File: config.mk
export PLATFORM = sky130hd
export DESIGN_NAME = cnh_top
export DESIGN_NICKNAME = d
export VERILOG_FILES = /design/src/logic/cnh_pkg.sv /design/src/logic/cnh_top.sv /design/src/logic/cnh_mbx_ram.sv
export SDC_FILE = /design/constraint.sdc
export NUM_CORES = 1
export LEC_CHECK = 0
export CAP_MARGIN = 20
export CORE_MARGIN = 3
export CORE_UTILIZATION = 40
export CTS_BUF_LIST = sky130_fd_sc_hd__clkbuf_8
export DETAILED_ROUTE_END_ITERATION = 10
export DONT_BUFFER_PORTS = 1
export SYNTH_ARGS = -nofsm -noshare
export SYNTH_HDL_FRONTEND = slang
export SYNTH_SLANG_ARGS = --single-unit
File: constraint.sdc
create_clock -name ref_clk_i -period 3.5 [get_ports ref_clk_i]
set_input_delay 0.7 -clock ref_clk_i [delete_from_list [all_inputs] [get_ports ref_clk_i]]
set_output_delay 0.7 -clock ref_clk_i [all_outputs]
set_load 0.01 [all_outputs]
File: src/logic/cnh_pkg.sv
// Functional notes
// - clock gated off until standby control releases
// - power-on or module stop resets all registers; mailbox data is kept
// - soft reset clears all but itself
// - reset initialization sets reset/config flag
// - reset clears only message control one
// - bus sleep stops most internal clocks
// - mailbox access during store waits 0-5
// - mailbox 0 receive triggers transfer controller
package cnh_pkg;
  localparam logic [11:0] STBCR_OFS = 12'h000;
  localparam logic [11:0] MCR_OFS = 12'h004;
  localparam logic [11:0] GSR_OFS = 12'h008;
  localparam logic [11:0] IRR_OFS = 12'h00C;
  localparam logic [11:0] IMR_OFS = 12'h010;
  localparam logic [11:0] RXSIM_OFS = 12'h014;
  localparam logic [11:0] MBX_BASE = 12'h100;
  localparam int MBX_WORDS = 8;
  localparam int MBX_COUNT = 4;
  localparam int MCR_SOFT_RESET_BIT = 0;
  localparam int MCR_CONFIG_BIT = 1;
  localparam int MCR_SLEEP_BIT = 5;
  localparam int STBCR_STOP_BIT = 0;
  localparam int IRR_RESET_CFG_BIT = 0;
  localparam int IRR_MB0_RX_BIT = 1;
  localparam int IRR_REFUSED_BIT = 2;
  localparam logic [31:0] STBCR_RESET = 32'h0000_0001;
  localparam logic [31:0] MCR_RESET = 32'h0000_0002;
  localparam logic [31:0] IMR_RESET = 32'h0000_0000;
  localparam logic [31:0] CTRL1_RESET = 32'h0000_0000;
  localparam int STORE_WAIT_MAX = 5;
  localparam logic [1:0] RESP_OKAY = 2'b00;
  localparam logic [1:0] RESP_SLVERR = 2'b10;
endpackage

File: src/logic/cnh_top.sv
// Our own choices: register access over AXI4-Lite and the register offsets.
`timescale 1ns/1ps
module cnh_top #(
  parameter int MBX_WORDS = cnh_pkg::MBX_WORDS,
  parameter int MBX_COUNT = cnh_pkg::MBX_COUNT
) (
  input wire logic ref_clk_i,
  input wire logic srst_i,
  input wire logic [11:0] s_axi_awaddr,
  input wire logic s_axi_awvalid,
  output logic s_axi_awready,
  input wire logic [31:0] s_axi_wdata,
  input wire logic [3:0] s_axi_wstrb,
  input wire logic s_axi_wvalid,
  output logic s_axi_wready,
  output logic [1:0] s_axi_bresp,
  output logic s_axi_bvalid,
  input wire logic s_axi_bready,
  input wire logic [11:0] s_axi_araddr,
  input wire logic s_axi_arvalid,
  output logic s_axi_arready,
  output logic [31:0] s_axi_rdata,
  output logic [1:0] s_axi_rresp,
  output logic s_axi_rvalid,
  input wire logic s_axi_rready,
  input wire logic rx_store_i,
  input wire logic [1:0] rx_mbx_i,
  input wire logic [31:0] rx_word_i,
  output logic rx_store_done_o,
  output logic core_clk_en_o,
  output logic comm_rst_o,
  output logic dtc_req_o,
  output logic irq_o
);
  localparam int NW = MBX_WORDS * MBX_COUNT;
  localparam int AW = $clog2(NW);
  localparam int WB = $clog2(MBX_WORDS);

  typedef enum logic [1:0] {CNH_IDLE, CNH_WAIT, CNH_RESP} cnh_bus_e;

  logic stop_q;
  logic [31:0] mcr_q;
  logic [2:0] irr_q;
  logic [2:0] imr_q;
  logic ctl_rst;
  logic sleep;
  logic [AW-1:0] rx_ptr_q;
  logic rx_busy_q;
  logic [2:0] wcnt_q;
  cnh_bus_e wst_q;
  cnh_bus_e rst_q;
  logic aw_got_q;
  logic w_got_q;
  logic [11:0] awaddr_q;
  logic [31:0] wdata_q;
  logic [11:0] araddr_q;
  logic ram_we;
  logic [AW-1:0] ram_waddr;
  logic [31:0] ram_wdata;
  logic [31:0] ram_rdata;
  logic rd_mbx_q;
  logic [31:0] rd_reg_q;
  logic mb0_rx_evt;
  logic refused_w;
  logic refused_r;

  function automatic logic is_mbx(input logic [11:0] a);
    is_mbx = (a >= cnh_pkg::MBX_BASE) && (a < cnh_pkg::MBX_BASE + 12'(NW * 4));
  endfunction

  function automatic logic [AW-1:0] mbx_idx(input logic [11:0] a);
    logic [11:0] off;
    off = a - cnh_pkg::MBX_BASE;
    mbx_idx = off[AW+1:2];
  endfunction

  // only control registers reachable in sleep
  function automatic logic sleep_ok(input logic [11:0] a);
    sleep_ok = (a == cnh_pkg::STBCR_OFS) || (a == cnh_pkg::MCR_OFS) || (a == cnh_pkg::GSR_OFS)
      || (a == cnh_pkg::IRR_OFS) || (a == cnh_pkg::IMR_OFS);
  endfunction

  assign ctl_rst = srst_i || stop_q || mcr_q[cnh_pkg::MCR_SOFT_RESET_BIT];
  assign sleep = mcr_q[cnh_pkg::MCR_SLEEP_BIT];

  logic wr_fire;
  assign wr_fire = (wst_q == CNH_WAIT);
  logic w_busy_mbx;
  assign w_busy_mbx = is_mbx(awaddr_q) && rx_busy_q && (wcnt_q != 3'(cnh_pkg::STORE_WAIT_MAX));
  assign refused_w = wr_fire && !w_busy_mbx && ((stop_q && awaddr_q != cnh_pkg::STBCR_OFS)
    || (sleep && !sleep_ok(awaddr_q)));
  assign refused_r = (rst_q == CNH_WAIT) && ((stop_q && araddr_q != cnh_pkg::STBCR_OFS)
    || (sleep && !sleep_ok(araddr_q)));

  // module stop, released through standby control
  always_ff @(posedge ref_clk_i) begin
    if (srst_i) begin
      stop_q <= cnh_pkg::STBCR_RESET[cnh_pkg::STBCR_STOP_BIT];
    end else if (wr_fire && !w_busy_mbx && awaddr_q == cnh_pkg::STBCR_OFS) begin
      stop_q <= wdata_q[cnh_pkg::STBCR_STOP_BIT];
    end
  end

  // soft reset bit survives its own reset
  always_ff @(posedge ref_clk_i) begin
    if (srst_i || stop_q) begin
      mcr_q <= cnh_pkg::MCR_RESET;
    end else if (wr_fire && !refused_w && !w_busy_mbx && awaddr_q == cnh_pkg::MCR_OFS) begin
      mcr_q <= wdata_q;
    end else if (mcr_q[cnh_pkg::MCR_SOFT_RESET_BIT]) begin
      mcr_q <= cnh_pkg::MCR_RESET | 32'h0000_0001;
    end
  end

  // reset sets the reset/config flag; set wins over clear
  always_ff @(posedge ref_clk_i) begin
    if (ctl_rst) begin
      irr_q <= 3'b001;
    end else begin
      if (wr_fire && !refused_w && !w_busy_mbx && awaddr_q == cnh_pkg::IRR_OFS) begin
        irr_q <= (irr_q & ~wdata_q[2:0]) | {refused_w | refused_r, mb0_rx_evt, 1'b0};
      end else begin
        irr_q <= irr_q | {refused_w | refused_r, mb0_rx_evt, 1'b0};
      end
    end
  end

  always_ff @(posedge ref_clk_i) begin
    if (ctl_rst) begin
      imr_q <= cnh_pkg::IMR_RESET[2:0];
    end else if (wr_fire && !refused_w && !w_busy_mbx && awaddr_q == cnh_pkg::IMR_OFS) begin
      imr_q <= wdata_q[2:0];
    end
  end

  always_ff @(posedge ref_clk_i) begin
    if (srst_i) begin
      irq_o <= 1'b0;
    end else begin
      irq_o <= |(irr_q & imr_q);
    end
  end

  // core clock enable drops in sleep or stop
  always_ff @(posedge ref_clk_i) begin
    if (srst_i) begin
      core_clk_en_o <= 1'b0;
      comm_rst_o <= 1'b1;
    end else begin
      core_clk_en_o <= !stop_q && !sleep;
      comm_rst_o <= ctl_rst;
    end
  end

  // receive store: one word per cycle into the chosen mailbox
  assign mb0_rx_evt = rx_busy_q && (rx_ptr_q[WB-1:0] == WB'(MBX_WORDS - 1)) && (rx_ptr_q[AW-1:WB] == '0);
  always_ff @(posedge ref_clk_i) begin
    if (ctl_rst || sleep) begin
      rx_busy_q <= 1'b0;
      rx_ptr_q <= '0;
      rx_store_done_o <= 1'b0;
    end else begin
      rx_store_done_o <= 1'b0;
      if (!rx_busy_q && rx_store_i) begin
        rx_busy_q <= 1'b1;
        rx_ptr_q <= {(AW-WB)'(rx_mbx_i), WB'(0)};
      end else if (rx_busy_q) begin
        rx_ptr_q <= rx_ptr_q + AW'(1);
        if (rx_ptr_q[WB-1:0] == WB'(MBX_WORDS - 1)) begin
          rx_busy_q <= 1'b0;
          rx_store_done_o <= 1'b1;
        end
      end
    end
  end

  // mailbox 0 receive triggers transfer controller
  always_ff @(posedge ref_clk_i) begin
    if (ctl_rst) begin
      dtc_req_o <= 1'b0;
    end else begin
      dtc_req_o <= mb0_rx_evt && imr_q[cnh_pkg::IRR_MB0_RX_BIT];
    end
  end

  // wait counter caps bus stall at five cycles
  always_ff @(posedge ref_clk_i) begin
    if (srst_i || !rx_busy_q) begin
      wcnt_q <= 3'h0;
    end else if (((wst_q == CNH_WAIT) && is_mbx(awaddr_q)) || ((rst_q == CNH_WAIT) && is_mbx(araddr_q))) begin
      if (wcnt_q != 3'(cnh_pkg::STORE_WAIT_MAX)) begin
        wcnt_q <= wcnt_q + 3'h1;
      end
    end
  end

  // reset writes only message control one of each mailbox
  logic [AW-1:0] clr_ptr_q;
  logic clr_act_q;
  always_ff @(posedge ref_clk_i) begin
    if (ctl_rst) begin
      clr_act_q <= 1'b1;
      clr_ptr_q <= '0;
    end else if (clr_act_q) begin
      clr_ptr_q <= clr_ptr_q + AW'(MBX_WORDS);
      if (clr_ptr_q[AW-1:WB] == (AW-WB)'(MBX_COUNT - 1)) begin
        clr_act_q <= 1'b0;
      end
    end
  end

  always_comb begin
    ram_we = 1'b0;
    ram_waddr = mbx_idx(awaddr_q);
    ram_wdata = wdata_q;
    if (clr_act_q) begin
      ram_we = 1'b1;
      ram_waddr = clr_ptr_q | AW'(MBX_WORDS - 1);
      ram_wdata = cnh_pkg::CTRL1_RESET;
    end else if (rx_busy_q) begin
      ram_we = 1'b1;
      ram_waddr = rx_ptr_q;
      ram_wdata = rx_word_i;
    end else if (wr_fire && !refused_w && is_mbx(awaddr_q)) begin
      ram_we = 1'b1;
    end
  end

  cnh_mbx_ram #(.DEPTH(NW), .AW(AW)) u_ram (
    .ref_clk_i(ref_clk_i),
    .srst_i(srst_i),
    .we_i(ram_we),
    .waddr_i(ram_waddr),
    .wdata_i(ram_wdata),
    .raddr_i(mbx_idx(araddr_q)),
    .rdata_o(ram_rdata)
  );

  // write channel
  always_ff @(posedge ref_clk_i) begin
    if (srst_i) begin
      wst_q <= CNH_IDLE;
      aw_got_q <= 1'b0;
      w_got_q <= 1'b0;
      s_axi_awready <= 1'b0;
      s_axi_wready <= 1'b0;
      s_axi_bvalid <= 1'b0;
      s_axi_bresp <= cnh_pkg::RESP_OKAY;
      awaddr_q <= '0;
      wdata_q <= '0;
    end else begin
      unique case (wst_q)
        CNH_IDLE: begin
          s_axi_awready <= !aw_got_q && !(s_axi_awvalid && s_axi_awready);
          s_axi_wready <= !w_got_q && !(s_axi_wvalid && s_axi_wready);
          if (s_axi_awvalid && s_axi_awready) begin
            aw_got_q <= 1'b1;
            awaddr_q <= {s_axi_awaddr[11:2], 2'b00};
          end
          if (s_axi_wvalid && s_axi_wready) begin
            w_got_q <= 1'b1;
            wdata_q <= s_axi_wdata;
          end
          if ((aw_got_q || (s_axi_awvalid && s_axi_awready)) && (w_got_q || (s_axi_wvalid && s_axi_wready))) begin
            wst_q <= CNH_WAIT;
            s_axi_awready <= 1'b0;
            s_axi_wready <= 1'b0;
          end
        end
        CNH_WAIT: begin
          // a refused write never waits: in stop the clear walk is held active
          if (refused_w || !(is_mbx(awaddr_q) && (clr_act_q || w_busy_mbx))) begin
            wst_q <= CNH_RESP;
            s_axi_bvalid <= 1'b1;
            s_axi_bresp <= refused_w ? cnh_pkg::RESP_SLVERR : cnh_pkg::RESP_OKAY;
          end
        end
        CNH_RESP: begin
          if (s_axi_bready) begin
            s_axi_bvalid <= 1'b0;
            aw_got_q <= 1'b0;
            w_got_q <= 1'b0;
            wst_q <= CNH_IDLE;
          end
        end
      endcase
    end
  end

  // read channel
  always_ff @(posedge ref_clk_i) begin
    if (srst_i) begin
      rst_q <= CNH_IDLE;
      s_axi_arready <= 1'b0;
      s_axi_rvalid <= 1'b0;
      s_axi_rdata <= '0;
      s_axi_rresp <= cnh_pkg::RESP_OKAY;
      araddr_q <= '0;
      rd_mbx_q <= 1'b0;
    end else begin
      unique case (rst_q)
        CNH_IDLE: begin
          s_axi_arready <= !(s_axi_arvalid && s_axi_arready);
          if (s_axi_arvalid && s_axi_arready) begin
            araddr_q <= {s_axi_araddr[11:2], 2'b00};
            rst_q <= CNH_WAIT;
            s_axi_arready <= 1'b0;
          end
        end
        CNH_WAIT: begin
          if (refused_r) begin
            s_axi_rdata <= '0;
            s_axi_rresp <= cnh_pkg::RESP_SLVERR;
            s_axi_rvalid <= 1'b1;
            rst_q <= CNH_RESP;
          end else if (is_mbx(araddr_q)) begin
            if (rd_mbx_q) begin
              s_axi_rdata <= ram_rdata;
              s_axi_rresp <= cnh_pkg::RESP_OKAY;
              s_axi_rvalid <= 1'b1;
              rd_mbx_q <= 1'b0;
              rst_q <= CNH_RESP;
            end else if (!(rx_busy_q && wcnt_q != 3'(cnh_pkg::STORE_WAIT_MAX))) begin
              rd_mbx_q <= 1'b1;
            end
          end else begin
            s_axi_rdata <= rd_reg_q;
            s_axi_rresp <= (araddr_q <= cnh_pkg::IMR_OFS) ? cnh_pkg::RESP_OKAY : cnh_pkg::RESP_SLVERR;
            s_axi_rvalid <= 1'b1;
            rst_q <= CNH_RESP;
          end
        end
        CNH_RESP: begin
          if (s_axi_rready) begin
            s_axi_rvalid <= 1'b0;
            rst_q <= CNH_IDLE;
          end
        end
      endcase
    end
  end

  always_comb begin
    rd_reg_q = 32'h0000_0000;
    unique case (araddr_q)
      cnh_pkg::STBCR_OFS: rd_reg_q = {31'h0, stop_q};
      cnh_pkg::MCR_OFS: rd_reg_q = mcr_q;
      cnh_pkg::GSR_OFS: rd_reg_q = {28'h0, clr_act_q, sleep, rx_busy_q, stop_q};
      cnh_pkg::IRR_OFS: rd_reg_q = {29'h0, irr_q};
      cnh_pkg::IMR_OFS: rd_reg_q = {29'h0, imr_q};
      default: rd_reg_q = 32'h0000_0000;
    endcase
  end

  // assertions
  // out of reset the core clock stays off
  a_stop_gates_clk: assert property (@(posedge ref_clk_i) disable iff (srst_i) stop_q |=> !core_clk_en_o)
    else $error("core clock enabled in module stop");
  a_stop_resets: assert property (@(posedge ref_clk_i) disable iff (srst_i) stop_q |=> irr_q[0] && imr_q == 3'h0)
    else $error("stop did not reset registers");
  a_soft_rst_scope: assert property (@(posedge ref_clk_i) disable iff (srst_i)
    mcr_q[0] && !stop_q |=> imr_q == 3'h0 && comm_rst_o)
    else $error("soft reset scope wrong");
  a_reset_flag_set: assert property (@(posedge ref_clk_i) disable iff (srst_i) ctl_rst |=> irr_q[0])
    else $error("reset flag not set");
  // clear walk touches only control one
  a_ctrl1_only: assert property (@(posedge ref_clk_i) disable iff (srst_i)
    clr_act_q |-> ram_waddr[WB-1:0] == WB'(MBX_WORDS - 1))
    else $error("reset touched mailbox data");
  a_sleep_gates: assert property (@(posedge ref_clk_i) disable iff (srst_i) sleep |=> !core_clk_en_o)
    else $error("core clock running in sleep");
  a_wait_bound: assert property (@(posedge ref_clk_i) disable iff (srst_i || ctl_rst)
    (rst_q == CNH_WAIT) && is_mbx(araddr_q) && !refused_r && !clr_act_q |-> ##[1:8] s_axi_rvalid)
    else $error("mailbox read wait too long");
  // mailbox 0 receive raises transfer request
  a_dtc_trigger: assert property (@(posedge ref_clk_i) disable iff (ctl_rst)
    mb0_rx_evt && imr_q[1] |=> dtc_req_o)
    else $error("transfer request missing");
  c_mb0_rx: cover property (@(posedge ref_clk_i) dtc_req_o);
  c_mbx_wait: cover property (@(posedge ref_clk_i) wcnt_q == 3'(cnh_pkg::STORE_WAIT_MAX));
  c_write_refused: cover property (@(posedge ref_clk_i) refused_w);
endmodule // cnh_top

File: src/logic/cnh_mbx_ram.sv
`timescale 1ns/1ps
// mailbox storage; contents survive every reset except message control one, only read data register resets
module cnh_mbx_ram #(
  parameter int DEPTH = 32,
  parameter int AW = 5
) (
  input wire logic ref_clk_i,
  input wire logic srst_i,
  input wire logic we_i,
  input wire logic [AW-1:0] waddr_i,
  input wire logic [31:0] wdata_i,
  input wire logic [AW-1:0] raddr_i,
  output logic [31:0] rdata_o
);
  logic [31:0] mem [DEPTH];

  always_ff @(posedge ref_clk_i) begin
    if (we_i) begin
      mem[waddr_i] <= wdata_i;
    end
  end

  always_ff @(posedge ref_clk_i) begin
    if (srst_i) begin
      rdata_o <= 32'h0000_0000;
    end else begin
      rdata_o <= mem[raddr_i];
    end
  end
endmodule // cnh_mbx_ram

==> qor.csv, run 1 <==
stage;metric;value;unit
floorplanning;initial core utilization;40.4;%
routing;first-pass iteration count of the detailed router;6;
global_routing;maximum number of pins on one net before global-route repair;66;
sta;final hold vios;0;
routing;iteration-0 DRC count of the detailed router;3007;
outcome;result of the run;complete, no violations;
power_and_ir_drop;worst vdd ir;0.000335;V
power_and_ir_drop;combinational share of power;11.2;%
sta;post-route clock period utilization;90.8;%
worst_setup_path;Critical Path Start Type;register;
yosys;cell count after synthesis;2479;
power_and_ir_drop;power consumption;31.1;mW
routing;Via density;5.80;
min_path;worst hold-check path type;in -> reg;
power_and_ir_drop;leakage power total;17.2;nW
routing;total via count in the routed design;25600;
global_routing;Congestion Overflow GR;0;
cts;clock tree from TritonCTS;built;
yosys;total standard cell area after synthesis;46300;um2
yosys;ranking of synthesized cells by area;sky130_fd_sc_hd__edfxtp_1 (66%), sky130_fd_sc_hd__mux4_2 (12%), sky130_fd_sc_hd__dfxtp_1 (8.0%);
worst_setup_path;type of the worst setup path;reg -> reg;
yosys;total of flip-flops plus latches after synthesis;1210;
global_routing;global-route total usage across every layer;21.0;%
global_routing;wire length of the first global-routing pass;183000;um
worst_setup_path;required time at the worst-slack endpoint;3.93;ns
routing;wire length after detailed routing;127000;um
placed_design;HPWL Detailed;74600;um
min_path;hold path startpoint;s_axi_awaddr[2];
sta;Peak Freq;315;MHz
routing;Avg WL per Cell;28.7;um
floorplanning;std cell rows;124;
yosys;most frequent cell after synthesis;sky130_fd_sc_hd__edfxtp_1;
placed_design;cell count after placement;4012;
worst_setup_path;beginning of the worst register-to-register path;awaddr_q[4]$_SDFFE_PP0P_;
worst_setup_path;critical path endpoint category;register;
yosys;dominant synthesized flop cell;sky130_fd_sc_hd__edfxtp_1;
sta;Setup Viol. Count Final;0;
run;number of max-capacitance violations reported;0;
floorplanning;height of the chip;346;um
global_routing;number of antenna violations at the first check in global routing;9;
yosys;area share of the largest cell type after synthesis;66.5;%
yosys;Syn. warnings;0;
worst_setup_path;Slowest Stage Delay on Critical Path;0.64;ns
sta;max_slew headroom;25.6;%
placed_design;placer congestion estimate;0.897;
worst_setup_path;slowest stage cell on the critical path;sky130_fd_sc_hd__buf_4;
floorplanning;full die area;120000;um2
cts;CTS Root Buffer Type;sky130_fd_sc_hd__clkbuf_8;
sta;clk_skew;0.0511;ns
yosys;count of flip-flops with a built-in enable after synthesis;1024;
worst_setup_path;worst-case reg-to-reg path depth;6;
worst_setup_path;Cell Chain, Critical Path;or3b_1 > a31o_1 > o221ai_2 > a21oi_2 > nor2_4 > buf_4;
cts;number of buffers inserted during clock tree synthesis;191;
min_path;destination of the worst hold path;awaddr_q[2]$_SDFFE_PP0P_;
cts;worst-case clock buffer depth;3;
yosys;synth cell count leaders;sky130_fd_sc_hd__edfxtp_1 (1024), sky130_fd_sc_hd__mux4_2 (256), sky130_fd_sc_hd__nand2_1 (197);
power_and_ir_drop;switching share of power;25.6;%
routing;post-route antenna net violation count;0;
power_and_ir_drop;sequential power share;51.9;%
floorplanning;total I/O pin count;148;
cells_and_area;fraction of layout cells with a size suffix above 1;26.2;%
cells_and_area;Area growth, synth to finish;15.6;%
power_and_ir_drop;Internal Pwr Total;23.2;mW
power_and_ir_drop;switching pwr;7.95;mW
yosys;cell accounting for the most synthesized area;sky130_fd_sc_hd__edfxtp_1;
cts;clk sinks;1210;
power_and_ir_drop;power per unit of standard cell area;582;nW/um2
cts;post-CTS setup buffer count;0;
yosys;sequential area share after synthesis;74.5;%
routing;Remaining DRCs;0;
yosys;post-synthesis average cell area;18.7;um2
cells_and_area;number of non-filler instances in the completed layout;4414;
floorplanning;area of the core region;115000;um2
sta;pin slew with the least headroom to its limit;1.12;ns
sta;RSZ-0062 raised after global routing;no;
sta;accumulated negative setup slack;0;ns
cts;count of H-tree levels built during CTS;4;
sta;Slew Limit Fails;0;
yosys;number of distinct library cells after synthesis;68;
worst_setup_path;slack of the worst reg-to-reg path;0.32;ns
cells_and_area;number of nets at the end of the flow;2856;
sta;Period minus WS final;3.18;ns
min_path;WHS Path Cells;2;
worst_setup_path;worst-path maximum fanout;32;
yosys;async set-or-reset flop fraction in the synthesized netlist;0;%
global_routing;vias in the first global route;25900;
worst_setup_path;worst reg2reg endpoint;u_ram.mem[24][26]$_DFFE_PP_;
power_and_ir_drop;clock network fraction of total power;36.9;%
placed_design;number of input and output port buffers inserted;0;
floorplanning;die span in x;346;um
worst_setup_path;WP data arrival;3.61;ns
cts;Clock transition at path regs;0.06;ns
cells_and_area;final cell utilization of the core;46.7;%
cts;clock insertion delay at the later pin of the skew report;0.85;ns
[what timing repair did]
item / CTS / global route
hold endpoints to repair: 65 / 0
gates resized for setup: 0 / 0
hold buffers: 49 / 0
[metal layers]
layer,wire length (um),part of all wire [%],GRT usage [%],vias to the layer above
met5,11,0.0087,0,-
met4,2730,2.1,6.05,2
met3,12800,10,5.54,200
met2,57400,45,31.5,1292
met1,54000,43,30.2,13500
li1,-,-,-,10600
[cell type report]
cell class,instances,area (um2)
Antenna cell,2,5.00
Clock buffer,214,2950
Clock inverter,137,743
Fill cell,9595,61000
Inverter,18,67.6
Multi-Input combinational cell,1097,11300
Sequential cell,1210,34500
Tap cell,1512,1890
Timing Repair Buffer,224,2060
[per-stage QoR]
stage	setup slack [ns]	hold slack (ns)	area, um2
after floorplan	0.200	0.444	46300
after global placement	0.448	0.457	49300
final	0.324	0.0933	53500
after detailed placement	0.398	0.462	49300
after global routing	0.235	0.0378	53500
after CTS	0.354	0.00178	53500
[worst max path at each step]
| stage | startpoint | to | slack (ns) | depth (start not counted) |
|---|---|---|---|---|
| 6_report | awaddr_q[4]$_SDFFE_PP0P_ | u_ram.mem[24][26]$_DFFE_PP_ | 0.32 | 6 |
| 5_1_grt | awaddr_q[4]$_SDFFE_PP0P_ | u_ram.mem[17][29]$_DFFE_PP_ | 0.23 | 6 |
| 4_1_cts | awaddr_q[4]$_SDFFE_PP0P_ | u_ram.mem[23][27]$_DFFE_PP_ | 0.35 | 6 |
| 3_5_place_dp | awaddr_q[3]$_SDFFE_PP0P_ | u_ram.mem[23][27]$_DFFE_PP_ | 0.40 | 6 |
| 3_3_place_gp | awaddr_q[3]$_SDFFE_PP0P_ | u_ram.mem[17][3]$_DFFE_PP_ | 0.45 | 6 |
| 2_1_floorplan | awaddr_q[3]$_SDFFE_PP0P_ | u_ram.mem[16][0]$_DFFE_PP_ | 0.20 | 6 |
[worst max-delay path, delay by kind of cell (launching register included)]
family,cells,cell delay (ns)
compound gates,3,1.09
buf+inv,1,0.64
simple gates,2,0.53
flops,1,0.47
[placed cells by master, fill, tap and decap left out, types with 35 or more instances in the layout]
cell	netlist	layout
sky130_fd_sc_hd__mux2i_1	45	45
sky130_fd_sc_hd__inv_1	15	90
sky130_fd_sc_hd__mux4_2	256	256
sky130_fd_sc_hd__edfxtp_1	1024	1024
sky130_fd_sc_hd__a21oi_1	101	97
sky130_fd_sc_hd__nand2_1	197	195
sky130_fd_sc_hd__buf_4	4	156
sky130_fd_sc_hd__a22o_1	64	64
sky130_fd_sc_hd__clkbuf_8	0	214
sky130_fd_sc_hd__dlygate4sd3_1	0	48
sky130_fd_sc_hd__dfxtp_1	186	182
sky130_fd_sc_hd__nor2_4	0	35
sky130_fd_sc_hd__nor2_1	106	71
sky130_fd_sc_hd__a221oi_1	47	47
[flip-flops by register name (all words and copies together) (netlist names), 2 cells and up]
signal / count
araddr_q: 10
s_axi_rdata: 32
mcr_q: 32
u_ram.mem: 1024
rx_ptr_q: 5
u_ram.rdata_o: 32
wcnt_q: 3
wst_q: 2
clr_ptr_q: 2
rst_q: 2
awaddr_q: 10
wdata_q: 32
irr_q: 3
imr_q: 3
[cells by family (layout without fill, tap and decap cells)]
logic type	after synthesis	in the layout	share of synthesized area, %
flops	1210	1210	74.5
simple gates	402	402	3.98
compound gates	377	377	5.88
mux	301	301	13.4
buf+inv	173	593	1.82
fa+ha+maj	12	12	0.324
xor+xnor	3	3	0.0568
other cells	1	4	0.00810
[power by group through the flow]
stage          Combinational [mW]  Clock, mW  Sequential [mW]
5_1_grt                      3.71       12.3             16.2
2_1_floorplan                2.32          0             16.3
3_3_place_gp                 3.35          0             16.4
6_report                     3.48       11.5             16.2
3_5_place_dp                 3.40          0             16.5
4_1_cts                      3.48       11.7             16.2
Note: power is estimated with default switching activity, not from simulation.
==> run 2: changes to the inputs <==
clock period = 3.75 ns   (was 3.5 ns; I/O delays follow)
==> run 2 against run 1 <==
Count of clock-buffer cells in the layout shrank 2. Global-route usage up 0.54 points. Power decreased by 6.1%. Die area unchanged. Register-to-register slack better by 0.33 ns. Largest cell class unchanged. Sequential cell count unchanged. Design area hardly changed. Critical path type unchanged.
==> qor.csv, run 2 (same netlist as run 1, synthesis figures left out) <==
stage;metric;value;unit;change
cts;CTS Root Buffer Type;sky130_fd_sc_hd__clkbuf_8;;unchanged
sta;RSZ-0062 raised after global routing;no;;unchanged
floorplanning;total I/O pin count;148;;unchanged
power_and_ir_drop;leakage power total;17.2;nW;about the same
cells_and_area;register containing the most flip-flops in the final layout;u_ram.mem;;unchanged
worst_setup_path;required time at the worst-slack endpoint;4.21;ns;was 3.93 ns
sta;final hold vios;0;;unchanged
run;number of max-capacitance violations reported;0;;unchanged
power_and_ir_drop;power consumption;29.2;mW;was 31.1 mW
routing;iteration-0 DRC count of the detailed router;3350;;was 3007
sta;Peak Freq;323;MHz;was 315 MHz
global_routing;vias in the first global route;25700;;was 25900
sta;Slew Limit Fails;0;;unchanged
cells_and_area;number of nets at the end of the flow;2818;;was 2856
power_and_ir_drop;power per unit of standard cell area;546;nW/um2;was 582 nW/um2
power_and_ir_drop;Internal Pwr Total;21.7;mW;was 23.2 mW
floorplanning;std cell rows;124;;unchanged
cells_and_area;leading cell type in the layout, fill and taps excluded;sky130_fd_sc_hd__edfxtp_1;;unchanged
floorplanning;die span in x;346;um;unchanged
power_and_ir_drop;switching pwr;7.48;mW;was 7.95 mW
routing;Remaining DRCs;0;;unchanged
cells_and_area;Area growth, synth to finish;15.6;%;about the same
cts;worst-case clock buffer depth;3;;unchanged
cells_and_area;fraction of layout cells with a size suffix above 1;25.6;%;was 26.2%
cts;number of buffers inserted during clock tree synthesis;188;;was 191
outcome;result of the run;complete, no violations;;unchanged
sta;accumulated negative setup slack;0;ns;unchanged
cts;number of buffers added to fix hold violations after cts;48;;was 49
cells_and_area;final instance area;53500;um2;about the same
global_routing;wire length of the first global-routing pass;185000;um;was 183000 um
min_path;worst hold-check path type;in -> reg;;unchanged
routing;first-pass iteration count of the detailed router;5;;was 6
cts;post-cts gate resize count;0;;unchanged
worst_setup_path;critical path endpoint category;register;;unchanged
sta;Period minus WS final;3.09;ns;was 3.18 ns
cells_and_area;Layout fillers;9623;;was 9595
worst_setup_path;Cell Chain, Critical Path;nor3_1 > a22oi_1 > o221ai_2 > a21oi_2 > nor2_4 > buf_4;;was or3b_1 > a31o_1 > o221ai_2 > a21oi_2 > nor2_4 > buf_4
sta;clk_skew;0.0575;ns;was 0.0511 ns
floorplanning;area of the core region;115000;um2;unchanged
sta;post-route clock period utilization;82.5;%;was 90.8%
placed_design;Setup Slack @ Placement;0.731;ns;was 0.398 ns
cts;clk sinks;1210;;unchanged
cells_and_area;max FFs per register;1024;;unchanged
power_and_ir_drop;switching share of power;25.6;%;about the same
routing;wire length after detailed routing;130000;um;was 127000 um
sta;fin worst setup slack;0.656;ns;was 0.324 ns
worst_setup_path;slowest stage cell on the critical path;sky130_fd_sc_hd__o221ai_2;;was sky130_fd_sc_hd__buf_4
worst_setup_path;type of the worst setup path;reg -> reg;;unchanged
floorplanning;initial core utilization;40.4;%;unchanged
placed_design;post-detailed-placement cell area;49200;um2;was 49300 um2
cts;Clock transition at path regs;0.07;ns;was 0.06 ns
cts;post-CTS setup buffer count;0;;unchanged
floorplanning;full die area;120000;um2;unchanged
placed_design;placer congestion estimate;0.870;;was 0.897
worst_setup_path;Critical Path Start Type;register;;unchanged
cts;clock insertion delay at the later pin of the skew report;0.86;ns;was 0.85 ns
routing;total via count in the routed design;25700;;was 25600
global_routing;global-route total usage across every layer;21.5;%;was 21.0%
placed_design;HPWL Detailed;74000;um;was 74600 um
worst_setup_path;worst-path maximum fanout;21;;was 32
placed_design;number of input and output port buffers inserted;0;;unchanged
global_routing;number of antenna violations at the first check in global routing;10;;was 9
power_and_ir_drop;sequential power share;51.8;%;was 51.9%
cells_and_area;commonest non-fill, non-tap cells in the layout;sky130_fd_sc_hd__edfxtp_1 (1024), sky130_fd_sc_hd__mux4_2 (256), sky130_fd_sc_hd__clkbuf_8 (212), sky130_fd_sc_hd__nand2_1 (195), sky130_fd_sc_hd__dfxtp_1 (182);;was sky130_fd_sc_hd__edfxtp_1 (1024), sky130_fd_sc_hd__mux4_2 (256), sky130_fd_sc_hd__clkbuf_8 (214), sky130_fd_sc_hd__nand2_1 (195), sky130_fd_sc_hd__dfxtp_1 (182)
sta;max_slew headroom;19.9;%;was 25.6%
power_and_ir_drop;clock network fraction of total power;37.4;%;was 36.9%
worst_setup_path;WP data arrival;3.55;ns;was 3.61 ns
sta;Setup Viol. Count Final;0;;unchanged
cts;clock tree from TritonCTS;built;;unchanged
sta;pin slew with the least headroom to its limit;1.20;ns;was 1.12 ns
routing;Via density;5.87;;was 5.80
cts;count of H-tree levels built during CTS;4;;unchanged
global_routing;Congestion Overflow GR;0;;unchanged
floorplanning;height of the chip;346;um;unchanged
routing;Avg WL per Cell;29.7;um;was 28.7 um
global_routing;maximum number of pins on one net before global-route repair;66;;unchanged
worst_setup_path;Slowest Stage Delay on Critical Path;0.51;ns;was 0.64 ns
routing;post-route antenna net violation count;0;;unchanged
power_and_ir_drop;worst vdd ir;0.000336;V;was 0.000335 V
power_and_ir_drop;combinational share of power;10.8;%;was 11.2%
==> run 2: power by group through the flow <==
| stage | clock network (mW) | registers (mW) | logic (mW) |
|---|---|---|---|
| after floorplan | 0 | 15.2 | 2.16 |
| after global placement | 0 | 15.4 | 3.02 |
| after detailed placement | 0 | 15.4 | 3.08 |
| after CTS | 11.1 | 15.1 | 3.16 |
| after global routing | 11.8 | 15.1 | 3.37 |
| final | 10.9 | 15.1 | 3.15 |
==> run 2: path summary, 6_finish.rpt <==
kind	start	to	slack, ns	cells after the start
max	awaddr_q[8]$_SDFFE_PP0P_	u_ram.mem[29][27]$_DFFE_PP_	0.66	6
min	s_axi_wdata[22]	wdata_q[22]$_SDFFE_PP0P_	0.09	2
max reg2reg	awaddr_q[8]$_SDFFE_PP0P_	u_ram.mem[29][27]$_DFFE_PP_	0.66	6
min reg2reg	wdata_q[14]$_SDFFE_PP0P_	mcr_q[14]$_SDFFE_PP0P_	0.47	2
==> run 2: critical path: cells and delay by family, from the launching register on <==
family | cells | cell delay (ns)
AO/OA/AOI/OAI | 3 | 1.16
flip-flops | 1 | 0.36
AND/OR/NAND/NOR | 2 | 0.70
buffers and inverters | 1 | 0.45
==> run 2: area by class of cell <==
class | instances | area (um2) | area share (%)
clock buffers | 212 | 2920 | 5.46
inverters | 18 | 67.6 | 0.126
well taps | 1512 | 1890 | 3.54
clock inverters | 138 | 836 | 1.56
diodes | 5 | 12.5 | 0.0234
flip-flops and latches | 1210 | 34500 | 64.5
repair buffers | 189 | 1980 | 3.71
multi-input cells | 1097 | 11300 | 21.1
==> run 2: per-stage QoR <==
| step | cells | utilization [%] | hold WS, ns |
|---|---|---|---|
| final | 4381 | 46.7 | 0.0885 |
| after floorplan | 2480 | - | 0.444 |
| after CTS | 4376 | 46.7 | 0.00330 |
| after global placement | 3978 | 43.0 | 0.454 |
| after detailed placement | 3978 | 43.0 | 0.463 |
| after global routing | 4378 | 46.7 | 0.0252 |
==> run 2: per-layer routing <==
layer / routed length, um / vias up / GRT usage, %
li1: - / 10600 / -
met1: 53500 / 13500 / 31.3
met2: 60100 / 1401 / 33.0
met3: 13600 / 227 / 4.69
met4: 2900 / 4 / 5.69
met5: 27 / - / 0
==> run 3: changes to the inputs <==
ABC_AREA = 1   (was unset)
clock period = 2.7 ns   (was 3.75 ns; I/O delays follow)
==> run 3 against run 2 <==
Synthesized cell count is 51% higher. Sequential cell count stayed put. Global-route usage is 0.46 points higher. Maximum frequency is 19% higher. Cell count is 30% higher. Critical endpoint is now u_ram.mem[17][28]$_DFFE_PP_.
==> qor.csv, run 3 <==
stage;metric;value;unit;change
outcome;result of the run;complete, no violations;;unchanged
worst_setup_path;Worst path depth;12;;was 6
yosys;dominant synthesized flop cell;sky130_fd_sc_hd__edfxtp_1;;unchanged
floorplanning;initial core utilization;40.5;%;was 40.4%
yosys;ranking of synthesized cells by area;sky130_fd_sc_hd__edfxtp_1 (66%), sky130_fd_sc_hd__dfxtp_1 (8.0%), sky130_fd_sc_hd__nand2_1 (7.8%);;was sky130_fd_sc_hd__edfxtp_1 (66%), sky130_fd_sc_hd__mux4_2 (12%), sky130_fd_sc_hd__dfxtp_1 (8.0%)
worst_setup_path;Slowest Stage Delay on Critical Path;0.31;ns;was 0.51 ns
yosys;synth cell count leaders;sky130_fd_sc_hd__edfxtp_1 (1024), sky130_fd_sc_hd__nand2_1 (965), sky130_fd_sc_hd__a21oi_1 (283);;was sky130_fd_sc_hd__edfxtp_1 (1024), sky130_fd_sc_hd__mux4_2 (256), sky130_fd_sc_hd__nand2_1 (197)
yosys;post-synthesis average cell area;12.4;um2;was 18.7 um2
cts;worst-case clock buffer depth;3;;unchanged
floorplanning;area of the core region;115000;um2;about the same
cells_and_area;fraction of layout cells with a size suffix above 1;14.3;%;was 25.6%
cts;Clock transition at path regs;0.06;ns;was 0.07 ns
min_path;WHS Path Cells;2;;unchanged
sta;RSZ-0062 raised after global routing;no;;unchanged
cts;CTS Root Buffer Type;sky130_fd_sc_hd__clkbuf_8;;unchanged
routing;Remaining DRCs;0;;unchanged
placed_design;placer congestion estimate;0.916;;was 0.870
sta;clk_skew;0.0451;ns;was 0.0575 ns
worst_setup_path;worst-path maximum fanout;11;;was 21
yosys;total of flip-flops plus latches after synthesis;1210;;unchanged
worst_setup_path;critical path endpoint category;register;;unchanged
yosys;area share of the largest cell type after synthesis;66.1;%;was 66.5%
sta;max_slew headroom;26.4;%;was 19.9%
cts;clock insertion delay at the later pin of the skew report;0.86;ns;about the same
global_routing;global-route total usage across every layer;22.0;%;was 21.5%
routing;Via density;5.48;;was 5.87
yosys;sequential area share after synthesis;74.2;%;was 74.5%
power_and_ir_drop;leakage power total;19.5;nW;was 17.2 nW
yosys;number of distinct library cells after synthesis;41;;was 68
sta;Peak Freq;384;MHz;was 323 MHz
cells_and_area;Area growth, synth to finish;18.7;%;was 15.6%
worst_setup_path;slowest stage cell on the critical path;sky130_fd_sc_hd__dfxtp_1;;was sky130_fd_sc_hd__o221ai_2
worst_setup_path;Crit path buffers/inverters;3;;was 1
placed_design;cell count after placement;5291;;was 3978
worst_setup_path;Critical Path Start Type;register;;unchanged
routing;first-pass iteration count of the detailed router;6;;was 5
sta;Setup Viol. Count Final;0;;unchanged
yosys;count of flip-flops with a built-in enable after synthesis;1024;;unchanged
placed_design;HPWL Detailed;83500;um;was 74000 um
floorplanning;total I/O pin count;148;;unchanged
worst_setup_path;kind of cell with the highest combined delay on the critical path;simple AND/OR/NAND/NOR gates;;was compound AO/OA/AOI/OAI gates
routing;total via count in the routed design;31300;;was 25700
global_routing;vias in the first global route;30300;;was 25700
cells_and_area;max FFs per register;1024;;unchanged
worst_setup_path;worst-case reg-to-reg path depth;12;;was 6
placed_design;number of input and output port buffers inserted;0;;unchanged
yosys;total standard cell area after synthesis;46500;um2;was 46300 um2
worst_setup_path;type of the worst setup path;reg -> reg;;unchanged
sta;pin slew with the least headroom to its limit;1.10;ns;was 1.20 ns
run;number of max-capacitance violations reported;0;;unchanged
cts;count of H-tree levels built during CTS;4;;unchanged
global_routing;maximum number of pins on one net before global-route repair;62;;was 66
floorplanning;die span in x;347;um;was 346 um
yosys;cell accounting for the most synthesized area;sky130_fd_sc_hd__edfxtp_1;;unchanged
floorplanning;full die area;120000;um2;about the same
sta;post-route clock period utilization;96.3;%;was 82.5%
global_routing;number of antenna violations at the first check in global routing;7;;was 10
yosys;Syn. warnings;0;;unchanged
sta;final hold vios;0;;unchanged
cts;clock tree from TritonCTS;built;;unchanged
cells_and_area;leading cell type in the layout, fill and taps excluded;sky130_fd_sc_hd__edfxtp_1;;unchanged
floorplanning;height of the chip;347;um;was 346 um
cells_and_area;final cell utilization of the core;48.1;%;was 46.7%
power_and_ir_drop;power per unit of standard cell area;795;nW/um2;was 546 nW/um2
worst_setup_path;required time at the worst-slack endpoint;3.25;ns;was 4.21 ns
min_path;worst hold-check path type;in -> reg;;unchanged
sta;Final Hold Slack;0.102;ns;was 0.0885 ns
routing;iteration-0 DRC count of the detailed router;3302;;was 3350
cts;number of buffers inserted during clock tree synthesis;191;;was 188
cells_and_area;number of nets at the end of the flow;4152;;was 2818
floorplanning;std cell rows;124;;unchanged
cts;clk sinks;1210;;unchanged
cells_and_area;commonest non-fill, non-tap cells in the layout;sky130_fd_sc_hd__edfxtp_1 (1024), sky130_fd_sc_hd__nand2_1 (964), sky130_fd_sc_hd__a21oi_1 (251), sky130_fd_sc_hd__clkbuf_8 (206), sky130_fd_sc_hd__a22oi_1 (192);;was sky130_fd_sc_hd__edfxtp_1 (1024), sky130_fd_sc_hd__mux4_2 (256), sky130_fd_sc_hd__clkbuf_8 (212), sky130_fd_sc_hd__nand2_1 (195), sky130_fd_sc_hd__dfxtp_1 (182)
sta;Slew Limit Fails;0;;unchanged
routing;post-route antenna net violation count;0;;unchanged
routing;wire length after detailed routing;135000;um;was 130000 um
global_routing;wire length of the first global-routing pass;197000;um;was 185000 um
power_and_ir_drop;worst vdd ir;0.000525;V;was 0.000336 V
sta;Period minus WS final;2.60;ns;was 3.09 ns
cells_and_area;number of non-filler instances in the completed layout;5708;;was 4381
yosys;most frequent cell after synthesis;sky130_fd_sc_hd__edfxtp_1;;unchanged
yosys;cell count after synthesis;3755;;was 2479
worst_setup_path;Cell Chain, Critical Path;nor2_2 > nand4_1 > nor2_1 > nor2_1 > nand2_1 > nand2_1 > nand3_2 > nand3_1 > buf_12 > nor2_4 > buf_12 > clkbuf_16;;was nor3_1 > a22oi_1 > o221ai_2 > a21oi_2 > nor2_4 > buf_4
yosys;async set-or-reset flop fraction in the synthesized netlist;0;%;unchanged
worst_setup_path;WP data arrival;3.15;ns;was 3.55 ns
cells_and_area;register containing the most flip-flops in the final layout;u_ram.mem;;unchanged
global_routing;Congestion Overflow GR;0;;unchanged
power_and_ir_drop;power consumption;43.9;mW;was 29.2 mW
routing;Avg WL per Cell;23.6;um;was 29.7 um
-- run 3: changes by cell type in the layout (fill, tap and decap cells not counted), moves of 123 or more --
cell	previous run	this run
sky130_fd_sc_hd__a21oi_1	97	251
sky130_fd_sc_hd__a22oi_1	34	192
sky130_fd_sc_hd__nand4_1	3	132
sky130_fd_sc_hd__mux4_2	256	0
sky130_fd_sc_hd__o21ai_0	8	155
sky130_fd_sc_hd__nand2_1	195	964
sky130_fd_sc_hd__nand3_1	8	131
-- run 3: kinds of logic (layout without fill, tap and decap cells) --
kind of cell	Yosys count	after routing	share of synthesized area [%]
AO/OA/AOI/OAI	736	736	9.47
adder cells (fa/ha/maj)	12	12	0.323
buffers and inverters	361	792	3.19
flip-flops	1210	1210	74.2
other	1	11	0.00807
AND/OR/NAND/NOR	1435	1435	12.9
-- run 3: through the flow --
stage	cell area (um2)	setup slack (ns)	TNS (ns)
finish	55200	0.0986	0
global route	55200	0.0142	0
CTS	55100	0.0299	0
detailed placement	50900	0.107	0
global placement	50900	0.0889	0
floorplan	46500	-0.469	-477.60
-- run 3: final cells by class --
cell class,count,area [um2]
diodes,9,22.5
clock buffers,206,2840
clock inverters,136,732
fillers,10200,59600
inverters,142,546
multi-input cells,2185,11000
flip-flops and latches,1210,34500
well taps,1512,1890
repair buffers,308,3690
-- run 3: repair_timing --
action | in CTS | in global routing
resized for setup | 0 | 6
setup endpoints to repair | 0 | 707
hold buffers | 60 | 0
buffers inserted | 0 | 4
endpoints found under the hold margin | 81 | 0
-- run 3: where the power goes --
part	total (mW)	leakage (nW)	switching [mW]	internal, mW
sequential	21.2	11.6	0.549	20.7
clock	14.6	2.07	7.07	7.50
combinational	8.06	5.78	5.50	2.56
total	43.9	19.5	13.1	30.8
-- run 3: path summary, 6_finish.rpt --
path | slack, ns | from | endpoint
min | 0.10 | s_axi_wdata[23] | wdata_q[23]$_SDFFE_PP0P_
max | 0.1 | awaddr_q[11]$_SDFFE_PP0P_ | u_ram.mem[17][28]$_DFFE_PP_
max reg2reg | 0.1 | awaddr_q[11]$_SDFFE_PP0P_ | u_ram.mem[17][28]$_DFFE_PP_
min reg2reg | 0.46 | w_got_q$_SDFFE_PP0P_ | w_got_q$_SDFFE_PP0P_
-- run 3: per-layer routing --
layer	GRT usage [%]	up-vias	routed length (um)	part of all wire [%]
li1	-	14200	-	-
met1	29.7	15400	55700	41
met2	34.1	1417	61700	46
met3	5.71	248	12700	9.4
met4	8.44	2	4520	3.4
met5	0	-	13	0.0097
